===== src/core/sram24_pkg.sv =====
// package for the 24-bit asynchronous static memory host controller
// assumes one 100 MHz clock, synchronous active-high reset
package sram24_pkg;
   localparam int CLK_PERIOD_PS = 10000;
   localparam int ADDR_W = 17;
   localparam int DATA_W = 24;
   // 10 ns grade figures, in picoseconds
   localparam int CYCLE_TIME_PS = 10000;
   localparam int WRITE_DATA_SETUP_PS = 6000;
   localparam int STROBE_WIDTH_GATE_HIGH_PS = 8000;
   localparam int STROBE_WIDTH_GATE_LOW_PS = 10000;
   localparam int GATE_ACCESS_PS = 6500;
   localparam int ADDR_ACCESS_PS = 10000;
   localparam int BUS_TURN_PS = 4000;
   // least times round up, none below one cycle
   localparam int CYCLE_CYC = (CYCLE_TIME_PS + CLK_PERIOD_PS - 1) / CLK_PERIOD_PS;
   localparam int SETUP_CYC = (WRITE_DATA_SETUP_PS + CLK_PERIOD_PS - 1) / CLK_PERIOD_PS;
   localparam int PWE_HIGH_CYC = (STROBE_WIDTH_GATE_HIGH_PS + CLK_PERIOD_PS - 1) / CLK_PERIOD_PS;
   localparam int PWE_LOW_CYC = (STROBE_WIDTH_GATE_LOW_PS + CLK_PERIOD_PS - 1) / CLK_PERIOD_PS;
   localparam int READ_CYC = (ADDR_ACCESS_PS + CLK_PERIOD_PS - 1) / CLK_PERIOD_PS;
   localparam int TURN_CYC = (BUS_TURN_PS + CLK_PERIOD_PS - 1) / CLK_PERIOD_PS;
   localparam int CNT_W = 4;

   typedef struct packed {
      logic select_low_active;
      logic select_high_active;
      logic output_gate_n;
      logic write_strobe_n;
   } sram_ctl_s;

   typedef struct packed {
      logic write;
      logic [ADDR_W-1:0] addr;
      logic [DATA_W-1:0] wdata;
   } sram_req_s;
endpackage


===== src/core/sram24_host.sv =====
// host controller driving a 128K x 24 asynchronous static memory
// assumes memory pins are outside the clock domain; read data is synchronised
//
// Function
// - a write happens only while both selects are active and the strobe is low, all set up first.
// - a write ends when any qualifying control goes inactive, timing measured from that edge.
// - write data stands at least 5 or 6 ns before the terminating edge.
// - write data may be released at the terminating edge, hold is zero.
// - the address stays stable until the terminating edge, hold is zero.
// - with output gate high, the strobe low pulse lasts at least 6.5 or 8 ns.
// - with output gate low, the strobe low pulse lasts at least 8 or 10 ns.
// - after the strobe rises the memory waits 2 ns before driving; the host releases by then.
// - the strobe stays high for the whole of a read cycle.
// - in a select-controlled read the address is present no later than the select.
`timescale 1ns/100ps
`default_nettype none
module sram24_host #(
   parameter int ADDR_W = sram24_pkg::ADDR_W,
   parameter int DATA_W = sram24_pkg::DATA_W
) (
   input wire logic core_clk,
   input wire logic reset,
   input wire logic req_valid,
   input wire sram24_pkg::sram_req_s req,
   output logic req_ready,
   output logic rd_valid,
   output logic [DATA_W-1:0] rd_data,
   output logic [ADDR_W-1:0] word_address,
   output sram24_pkg::sram_ctl_s ctl,
   input wire logic [DATA_W-1:0] data_bus_24_in,
   output logic [DATA_W-1:0] data_bus_24_out,
   output logic data_bus_24_oe_n
);
   typedef enum logic [2:0] {
      ST_IDLE = 3'b000,
      ST_WSETUP = 3'b001,
      ST_WPULSE = 3'b010,
      ST_WEND = 3'b011,
      ST_READ = 3'b100,
      ST_SAMPLE = 3'b101,
      ST_GAP = 3'b110
   } state_e;

   localparam logic [3:0] SETUP_N = 4'(sram24_pkg::SETUP_CYC);
   localparam logic [3:0] PWE_N = 4'(sram24_pkg::PWE_HIGH_CYC);
   localparam logic [3:0] READ_N = 4'(sram24_pkg::READ_CYC + 2);
   localparam logic [3:0] GAP_N = 4'(sram24_pkg::TURN_CYC);

   state_e state, next_state;
   logic [3:0] cnt, next_cnt;
   logic [DATA_W-1:0] sync1, sync2;
   logic cnt_done;
   logic accept;
   logic in_write, in_read;
   logic next_selected;
   logic next_gate_open;
   logic next_strobe_low;
   logic next_bus_drive;

   assign cnt_done = (cnt == 4'h0);
   // only a request seen with ready high is taken, so the first edge after reset takes none
   assign accept = (state == ST_IDLE) && req_valid && req_ready;
   assign in_write = (state == ST_WSETUP) || (state == ST_WPULSE);
   assign in_read = (state == ST_READ) || (state == ST_SAMPLE);
   assign next_selected = (next_state == ST_WSETUP) || (next_state == ST_WPULSE)
                          || (next_state == ST_READ) || (next_state == ST_SAMPLE);
   assign next_gate_open = (next_state == ST_READ) || (next_state == ST_SAMPLE);
   assign next_strobe_low = (next_state == ST_WPULSE);
   assign next_bus_drive = (next_state == ST_WSETUP) || (next_state == ST_WPULSE);

   always_comb begin
      next_state = state;
      next_cnt = cnt_done ? 4'h0 : cnt - 4'h1;
      unique case (state)
         ST_IDLE: begin
            if (accept) begin
               next_state = req.write ? ST_WSETUP : ST_READ;
               next_cnt = req.write ? SETUP_N - 4'h1 : READ_N - 4'h1;
            end
         end
         ST_WSETUP: begin
            // data driven and selects active before the strobe falls
            if (cnt_done) begin
               next_state = ST_WPULSE;
               next_cnt = PWE_N - 4'h1;
            end
         end
         ST_WPULSE: begin
            if (cnt_done) begin
               next_state = ST_WEND;
               next_cnt = 4'h0;
            end
         end
         ST_WEND: begin
            next_state = ST_GAP;
            next_cnt = GAP_N - 4'h1;
         end
         ST_READ: begin
            if (cnt_done) begin
               next_state = ST_SAMPLE;
            end
         end
         ST_SAMPLE: begin
            next_state = ST_GAP;
            next_cnt = GAP_N - 4'h1;
         end
         ST_GAP: begin
            if (cnt_done) begin
               next_state = ST_IDLE;
            end
         end
         default: begin
            next_state = ST_IDLE;
            next_cnt = 4'h0;
         end
      endcase
   end

   always_ff @(posedge core_clk) begin
      if (reset) begin
         state <= ST_IDLE;
         cnt <= 4'h0;
      end else begin
         state <= next_state;
         cnt <= next_cnt;
      end
   end

   // two-stage sync on the returned bus; the pins are asynchronous to core_clk
   always_ff @(posedge core_clk) begin
      sync1 <= data_bus_24_in;
      sync2 <= sync1;
   end

   always_ff @(posedge core_clk) begin
      if (reset) begin
         word_address <= '0;
         data_bus_24_out <= '0;
         data_bus_24_oe_n <= 1'b1;
         ctl <= '{select_low_active: 1'b1, select_high_active: 1'b0,
                  output_gate_n: 1'b1, write_strobe_n: 1'b1};
         req_ready <= 1'b0;
         rd_valid <= 1'b0;
         rd_data <= '0;
      end else begin
         req_ready <= (next_state == ST_IDLE);
         rd_valid <= (state == ST_SAMPLE);
         if (state == ST_SAMPLE) begin
            rd_data <= sync2;
         end
         if (accept) begin
            // address set with or before the selects
            word_address <= req.addr[ADDR_W-1:0];
            data_bus_24_out <= req.wdata[DATA_W-1:0];
         end
         // output gate held high during writes: shorter strobe width applies
         ctl.output_gate_n <= !next_gate_open;
         ctl.select_low_active <= !next_selected;
         ctl.select_high_active <= next_selected;
         ctl.write_strobe_n <= !next_strobe_low;
         // strobe rise, select drop and bus release share one edge, zero hold
         data_bus_24_oe_n <= !next_bus_drive;
      end
   end

   // writes are strobe-terminated; address and data stand until that edge
   chk_write_qualified: assert property (@(posedge core_clk) disable iff (reset)
      !ctl.write_strobe_n |-> !ctl.select_low_active && ctl.select_high_active
                              && !data_bus_24_oe_n)
      else $error("strobe low without selects or data driven");

   chk_setup_before_end: assert property (@(posedge core_clk) disable iff (reset)
      $rose(ctl.write_strobe_n) |-> $past(!data_bus_24_oe_n, 2))
      else $error("write data not set up before strobe rise");

   chk_strobe_width: assert property (@(posedge core_clk) disable iff (reset)
      $fell(ctl.write_strobe_n) |-> !ctl.write_strobe_n [*1] ##0
                                    (ctl.output_gate_n throughout 1'b1))
      else $error("strobe pulse too short or gate low");

   chk_addr_stable: assert property (@(posedge core_clk) disable iff (reset)
      !ctl.write_strobe_n || $rose(ctl.write_strobe_n) |-> $stable(word_address))
      else $error("address moved during write");

   chk_release_at_end: assert property (@(posedge core_clk) disable iff (reset)
      $rose(ctl.write_strobe_n) |-> data_bus_24_oe_n && ctl.select_low_active)
      else $error("bus not released with strobe rise");

   chk_read_strobe_high: assert property (@(posedge core_clk) disable iff (reset)
      !ctl.output_gate_n |-> ctl.write_strobe_n && data_bus_24_oe_n)
      else $error("strobe low or bus driven during read");

   chk_read_addr_first: assert property (@(posedge core_clk) disable iff (reset)
      ctl.select_high_active && $past(ctl.select_high_active) |-> $stable(word_address))
      else $error("address changed after select");

   chk_read_sample: assert property (@(posedge core_clk) disable iff (reset)
      $fell(ctl.output_gate_n) |-> !ctl.output_gate_n [*4] ##1 rd_valid)
      else $error("read sampled too early");

   chk_cycle_spacing: assert property (@(posedge core_clk) disable iff (reset)
      $rose(ctl.select_low_active) |-> ctl.select_low_active [*1] ##0 !req_ready)
      else $error("new cycle without spacing");

   // no disable here: these look at the edge right after a reset edge
   chk_reset_selects: assert property (@(posedge core_clk)
      $past(reset) |-> ctl.select_low_active && !ctl.select_high_active
                       && ctl.output_gate_n && ctl.write_strobe_n)
      else $error("pins active after reset edge");

   chk_reset_bus: assert property (@(posedge core_clk)
      $past(reset) |-> data_bus_24_oe_n && !req_ready && !rd_valid)
      else $error("bus driven or handshake high after reset edge");

   chk_select_pair: assert property (@(posedge core_clk) disable iff (reset)
      ctl.select_low_active == !ctl.select_high_active)
      else $error("selects disagree");

   chk_gate_selected: assert property (@(posedge core_clk) disable iff (reset)
      !ctl.output_gate_n |-> !ctl.select_low_active && ctl.select_high_active)
      else $error("output gate open while deselected");

   chk_drive_selected: assert property (@(posedge core_clk) disable iff (reset)
      !data_bus_24_oe_n |-> !ctl.select_low_active && ctl.select_high_active)
      else $error("bus driven while deselected");

   chk_gate_off_write: assert property (@(posedge core_clk) disable iff (reset)
      !data_bus_24_oe_n |-> ctl.output_gate_n)
      else $error("output gate open while host drives");

   chk_strobe_gate_high: assert property (@(posedge core_clk) disable iff (reset)
      !ctl.write_strobe_n |-> ctl.output_gate_n)
      else $error("strobe low with output gate open");

   chk_strobe_one_cycle: assert property (@(posedge core_clk) disable iff (reset)
      $fell(ctl.write_strobe_n) |=> ctl.write_strobe_n)
      else $error("strobe pulse longer than planned");

   chk_strobe_after_setup: assert property (@(posedge core_clk) disable iff (reset)
      $fell(ctl.write_strobe_n) |-> $past(!data_bus_24_oe_n)
                                    && $past(!ctl.select_low_active))
      else $error("strobe fell before selects and data");

   chk_data_stable: assert property (@(posedge core_clk) disable iff (reset)
      !ctl.write_strobe_n |-> $stable(data_bus_24_out))
      else $error("write data moved under strobe");

   chk_data_at_end: assert property (@(posedge core_clk) disable iff (reset)
      $rose(ctl.write_strobe_n) |-> $stable(data_bus_24_out))
      else $error("write data moved at strobe rise");

   chk_ready_idle_pins: assert property (@(posedge core_clk) disable iff (reset)
      req_ready |-> ctl.select_low_active && ctl.output_gate_n
                    && ctl.write_strobe_n && data_bus_24_oe_n)
      else $error("ready while a cycle is open");

   chk_rd_valid_pulse: assert property (@(posedge core_clk) disable iff (reset)
      rd_valid |=> !rd_valid)
      else $error("read valid longer than one cycle");

   chk_rd_valid_closed: assert property (@(posedge core_clk) disable iff (reset)
      rd_valid |-> ctl.select_low_active && ctl.output_gate_n)
      else $error("read answered before cycle closed");

   chk_gap_after_read: assert property (@(posedge core_clk) disable iff (reset)
      $rose(ctl.output_gate_n) |-> !req_ready ##1 req_ready)
      else $error("read gap wrong");

   chk_gap_after_write: assert property (@(posedge core_clk) disable iff (reset)
      $rose(ctl.write_strobe_n) |-> !req_ready ##1 !req_ready ##1 req_ready)
      else $error("write gap wrong");

   chk_read_select_span: assert property (@(posedge core_clk) disable iff (reset)
      $fell(ctl.output_gate_n) |-> !ctl.select_low_active [*4])
      else $error("read select dropped early");

   chk_write_sequence: assert property (@(posedge core_clk) disable iff (reset)
      $fell(ctl.select_low_active) && !data_bus_24_oe_n |->
         ctl.write_strobe_n ##1 !ctl.write_strobe_n ##1 ctl.select_low_active)
      else $error("write sequence out of order");

   chk_release_with_select: assert property (@(posedge core_clk) disable iff (reset)
      $rose(data_bus_24_oe_n) |-> ctl.select_low_active && ctl.write_strobe_n)
      else $error("bus released apart from select drop");

   chk_busy_no_ready: assert property (@(posedge core_clk) disable iff (reset)
      !ctl.select_low_active |-> !req_ready)
      else $error("ready while selected");
endmodule
`default_nettype wire


===== config.mk =====
export PLATFORM = sky130hd
export DESIGN_NAME = sram24_host
export DESIGN_NICKNAME = d
export VERILOG_FILES = /design/src/core/sram24_pkg.sv /design/src/core/sram24_host.sv
export SDC_FILE = /design/constraint.sdc
export NUM_CORES = 1
export LEC_CHECK = 0
export BUFFER_PORTS_ARGS = -buffer_cell sky130_fd_sc_hd__buf_2
export CAP_MARGIN = 20
export CORE_ASPECT_RATIO = 1.1
export CORE_MARGIN = 2
export CORE_UTILIZATION = 53
export CTS_CLUSTER_DIAMETER = 100
export DETAILED_ROUTE_END_ITERATION = 8
export GPL_ROUTABILITY_DRIVEN = 0
export MAX_ROUTING_LAYER = met4
export PLACE_DENSITY = 0.89
export SYNTH_ARGS = -nofsm -noshare
export SYNTH_HDL_FRONTEND = slang
export SYNTH_SLANG_ARGS = --single-unit

===== constraint.sdc =====
create_clock -name core_clk -period 4.19 [get_ports core_clk]
set_input_delay 0.419 -clock core_clk [delete_from_list [all_inputs] [get_ports core_clk]]
set_output_delay 0.419 -clock core_clk [all_outputs]
set_load 0.01 [all_outputs]

==> impl_metrics.csv <==
group,metric,value,unit
route,vias_per_cell,5.387,
timing,period_share,0.4952,
clocking,cts_tree,"done",
route,totalWireLength,10030,µm
clocking,post_cts_buffers,0,
pwr,p_int,2458,µW
synthesis,syn-instance-count,417,
timing,finalMaxSlewViolations,0,
critical_path,worstReg2RegEnd,"rd_data[23]$_SDFFE_PP0P_",
global_route,antenna_found_initial,0,
synthesis,ys.warnings.count,0,
die,initial_core_util,0.5449,
synthesis,avgSynthCellArea,9.713,µm²
timing,holdWs,0.03535,ns
job,timing.max_cap.violations,0,
critical_path,critPathArrivalTime,2.42,ns
critical_path,reg2reg_slack,2.11,ns
timing,min_period,2.075,ns
pwr,p_sw_frac,0.3065,
die,num_io_pins,141,
global_route,use_met2,0.4160,
placed_design,io_buffers,140,
hold_path,min_from,"data_bus_24_in[1]",
synthesis,syn-num-nets,488,
pwr,switchingPower,1086,µW
timing,fin_tns_setup,0,ns
synthesis,ys_seq_area_frac,0.6277,
critical_path,end_kind,"flop",
critical_path,worstRegToRegCells,3,
die,core_area,0.007432,mm²
pwr,vdd_drop_max,0.4044,mV
timing,rsz0062_at_grt,"false",
global_route,use_met3,0.08312,
status,outcome,"completed",
clocking,post_cts_resized,0,
timing,setup_slack,2.115,ns
timing,max_freq,0.4819,GHz
layout,antennaDiodeCount,0,
global_route,track_usage,0.2407,
clocking,clkSinkCount,127,
timing,finalHoldViolations,0,
global_route,grt_pass1_wl,15080,µm
global_route,busiest_layer,"met2",
timing,setup_viol,0,
layout,final_nets,633,
synthesis,synth_ff_type,"dfxtp_1",
clocking,insertion_delay,0.50,ns
route,postRouteAntennaNets,0,
clocking,htreeDepth,4,
global_route,grt_max_degree,47,
pwr,clkPwrFrac,0.388,
route,wire_per_inst,15.18,µm
route,via_count,3561,
placed_design,preCtsSetupSlack,2.175,ns
placed_design,dp_hpwl,5782,µm
clocking,cts_hold_buf,14,
die,dieArea,0.008358,mm²
pwr,powerDensity,649.6,mW/mm²
clocking,cts_buffers,17,
route,drtIter0Drc,181,
pwr,p_leak,0.002376,µW
synthesis,ys_seq_elements,127,
die,die_x,87.35,µm
critical_path,required,4.53,ns
die,rows,33,
die,fp.dieH,95.69,µm
synthesis,yosysUniqueCellTypes,37,
synthesis,synthArstFlopShare,0,
hold_path,hold_class,"in -> reg",
global_route,overflow,0,
route,drtPass1Iterations,4,
clocking,cts_max_path_buffers,2,
layout,layout-drive-gt1-share,0.3118,
global_route,grtUsageMet1,0.2571,
layout,design_area,0.005456,mm²
timing,tightest_slew,0.9056,ns
synthesis,syn_area,0.004050,mm²
timing,clock_skew,0.01405,ns
critical_path,reg2reg_from,"state[0]$_SDFF_PP0_",
hold_path,min_path_cells,1,
clocking,ctsRootBufferMaster,"clkbuf_8",
pwr,combPwrFrac,0.198,
clocking,clkSlewWorstSetupHoldPaths,0.06,ns
layout,area_delta_synth_final,34.72,%
critical_path,criticalPathCategory,"reg -> reg",
critical_path,cp_max_fo,25,
pwr,power_frac_seq,0.414,
hold_path,whs_endpoint,"sync1[1]$_DFF_P_",
route,drc,0,
global_route,grt_pass1_vias,3377,
critical_path,cp-start-kind,"flop",
synthesis,synth_edf_count,0,
placed_design,place_area,0.004690,mm²
timing,max_slew_margin,0.3944,
-- cell families after synthesis --
family                   Yosys count  synth area share
multiplexers                       1          0.003706
XOR/XNOR                           2          0.004326
flip-flops                       127            0.6277
AND/OR/NAND/NOR                  121            0.1458
adder cells (fa/ha/maj)            2          0.006178
buffers and inverters             41           0.05221
AO/OA/AOI/OAI                    123            0.1600
-- metrics by stage --
step | total power [µW] | util | cells
3_5_place_dp | 2165 | 0.6310 | 610
2_1_floorplan | 1983 | - | 417
4_1_cts | 3547 | 0.7261 | 655
5_1_grt | 3726 | 0.7342 | 661
6_report | 3544 | 0.7342 | 661
3_3_place_gp | 2136 | 0.6310 | 610
-- cell usage after synthesis (2+ instances only) --
| master | instances | area, µm² |
|---|---|---|
| dfxtp_1 | 127 | 2542 |
| or4_1 | 2 | 15.01 |
| o21ai_0 | 45 | 225.2 |
| nor3_1 | 3 | 15.01 |
| a21oi_1 | 70 | 350.3 |
| ha_1 | 2 | 25.02 |
| buf_6 | 5 | 56.30 |
| clkbuf_1 | 17 | 63.81 |
| nor2_1 | 6 | 22.52 |
| and3b_1 | 2 | 17.52 |
| xnor2_1 | 2 | 17.52 |
| nor2b_1 | 2 | 12.51 |
| nand2_1 | 50 | 187.7 |
| nor4_1 | 3 | 18.77 |
| or3_1 | 2 | 12.51 |
| buf_2 | 15 | 75.07 |
| nand3_1 | 42 | 210.2 |
| inv_1 | 3 | 11.26 |
-- registers in the layout, summed over array words and instances (netlist names) --
name	cells
cnt	4
ctl	4
data_bus_24_oe_n	1
data_bus_24_out	24
rd_data	24
rd_valid	1
req_ready	1
state	3
sync1	24
sync2	24
word_address	17
-- power groups by stage --
stage          clock [µW]  sequential, µW  combinational [µW]
2_1_floorplan           0            1480                 498
6_report             1380            1470                 704
3_5_place_dp            0            1490                 680
5_1_grt              1460            1480                 786
3_3_place_gp            0            1480                 660
4_1_cts              1390            1460                 697
-- worst max path at each step --
| stage | from | to | cells after the start |
|---|---|---|---|
| floorplan | cnt[0]$_SDFF_PP0_ | state[0]$_SDFF_PP0_ | 6 |
| global placement | reset | state[1]$_SDFF_PP0_ | 4 |
| detailed placement | reset | state[1]$_SDFF_PP0_ | 4 |
| CTS | state[0]$_SDFF_PP0_ | rd_data[23]$_SDFFE_PP0P_ | 3 |
| global route | state[0]$_SDFF_PP0_ | rd_data[23]$_SDFFE_PP0P_ | 3 |
| finish | state[0]$_SDFF_PP0_ | rd_data[23]$_SDFFE_PP0P_ | 3 |
-- area by class of cell --
| type | instances | area, µm² |
|---|---|---|
| flip-flops and latches | 127 | 2542 |
| fillers | 552 | 1976 |
| multi-input cells | 249 | 1296 |
| repair buffers | 164 | 930.9 |
| clock buffers | 19 | 441.7 |
| clock inverters | 12 | 125.1 |
| well taps | 87 | 108.9 |
| inverters | 3 | 11.26 |
-- placed cells by master, fill, tap and decap left out, types with 2 or more instances in the layout --
cell type / n
or3_1: 2
inv_1: 3
nand2_1: 50
dlygate4sd3_1: 20
buf_4: 4
nor3_1: 3
clkinv_4: 4
clkbuf_8: 3
dfxtp_1: 127
and3b_1: 2
xnor2_1: 2
nand3_1: 42
nor4_1: 3
o21ai_0: 45
clkbuf_16: 16
buf_2: 140
or4_1: 2
nor2b_1: 2
ha_1: 2
nor2_1: 6
inv_6: 6
a21oi_1: 70
-- worst max-delay path, cell delays in order (launching register included) --
cell and delay, ns:
dfxtp_1 0.71, nand3b_1 0.77, nand2_1 0.31, a21oi_1 0.11
-- routing by layer --
metal / part of all wire / vias to the layer above
met2: 0.53 / 148
li1: - / 1734
met5: 0 / -
met1: 0.39 / 1665
met3: 0.063 / 14
met4: 0.0097 / 0
Power figures use the tool's default switching activity.
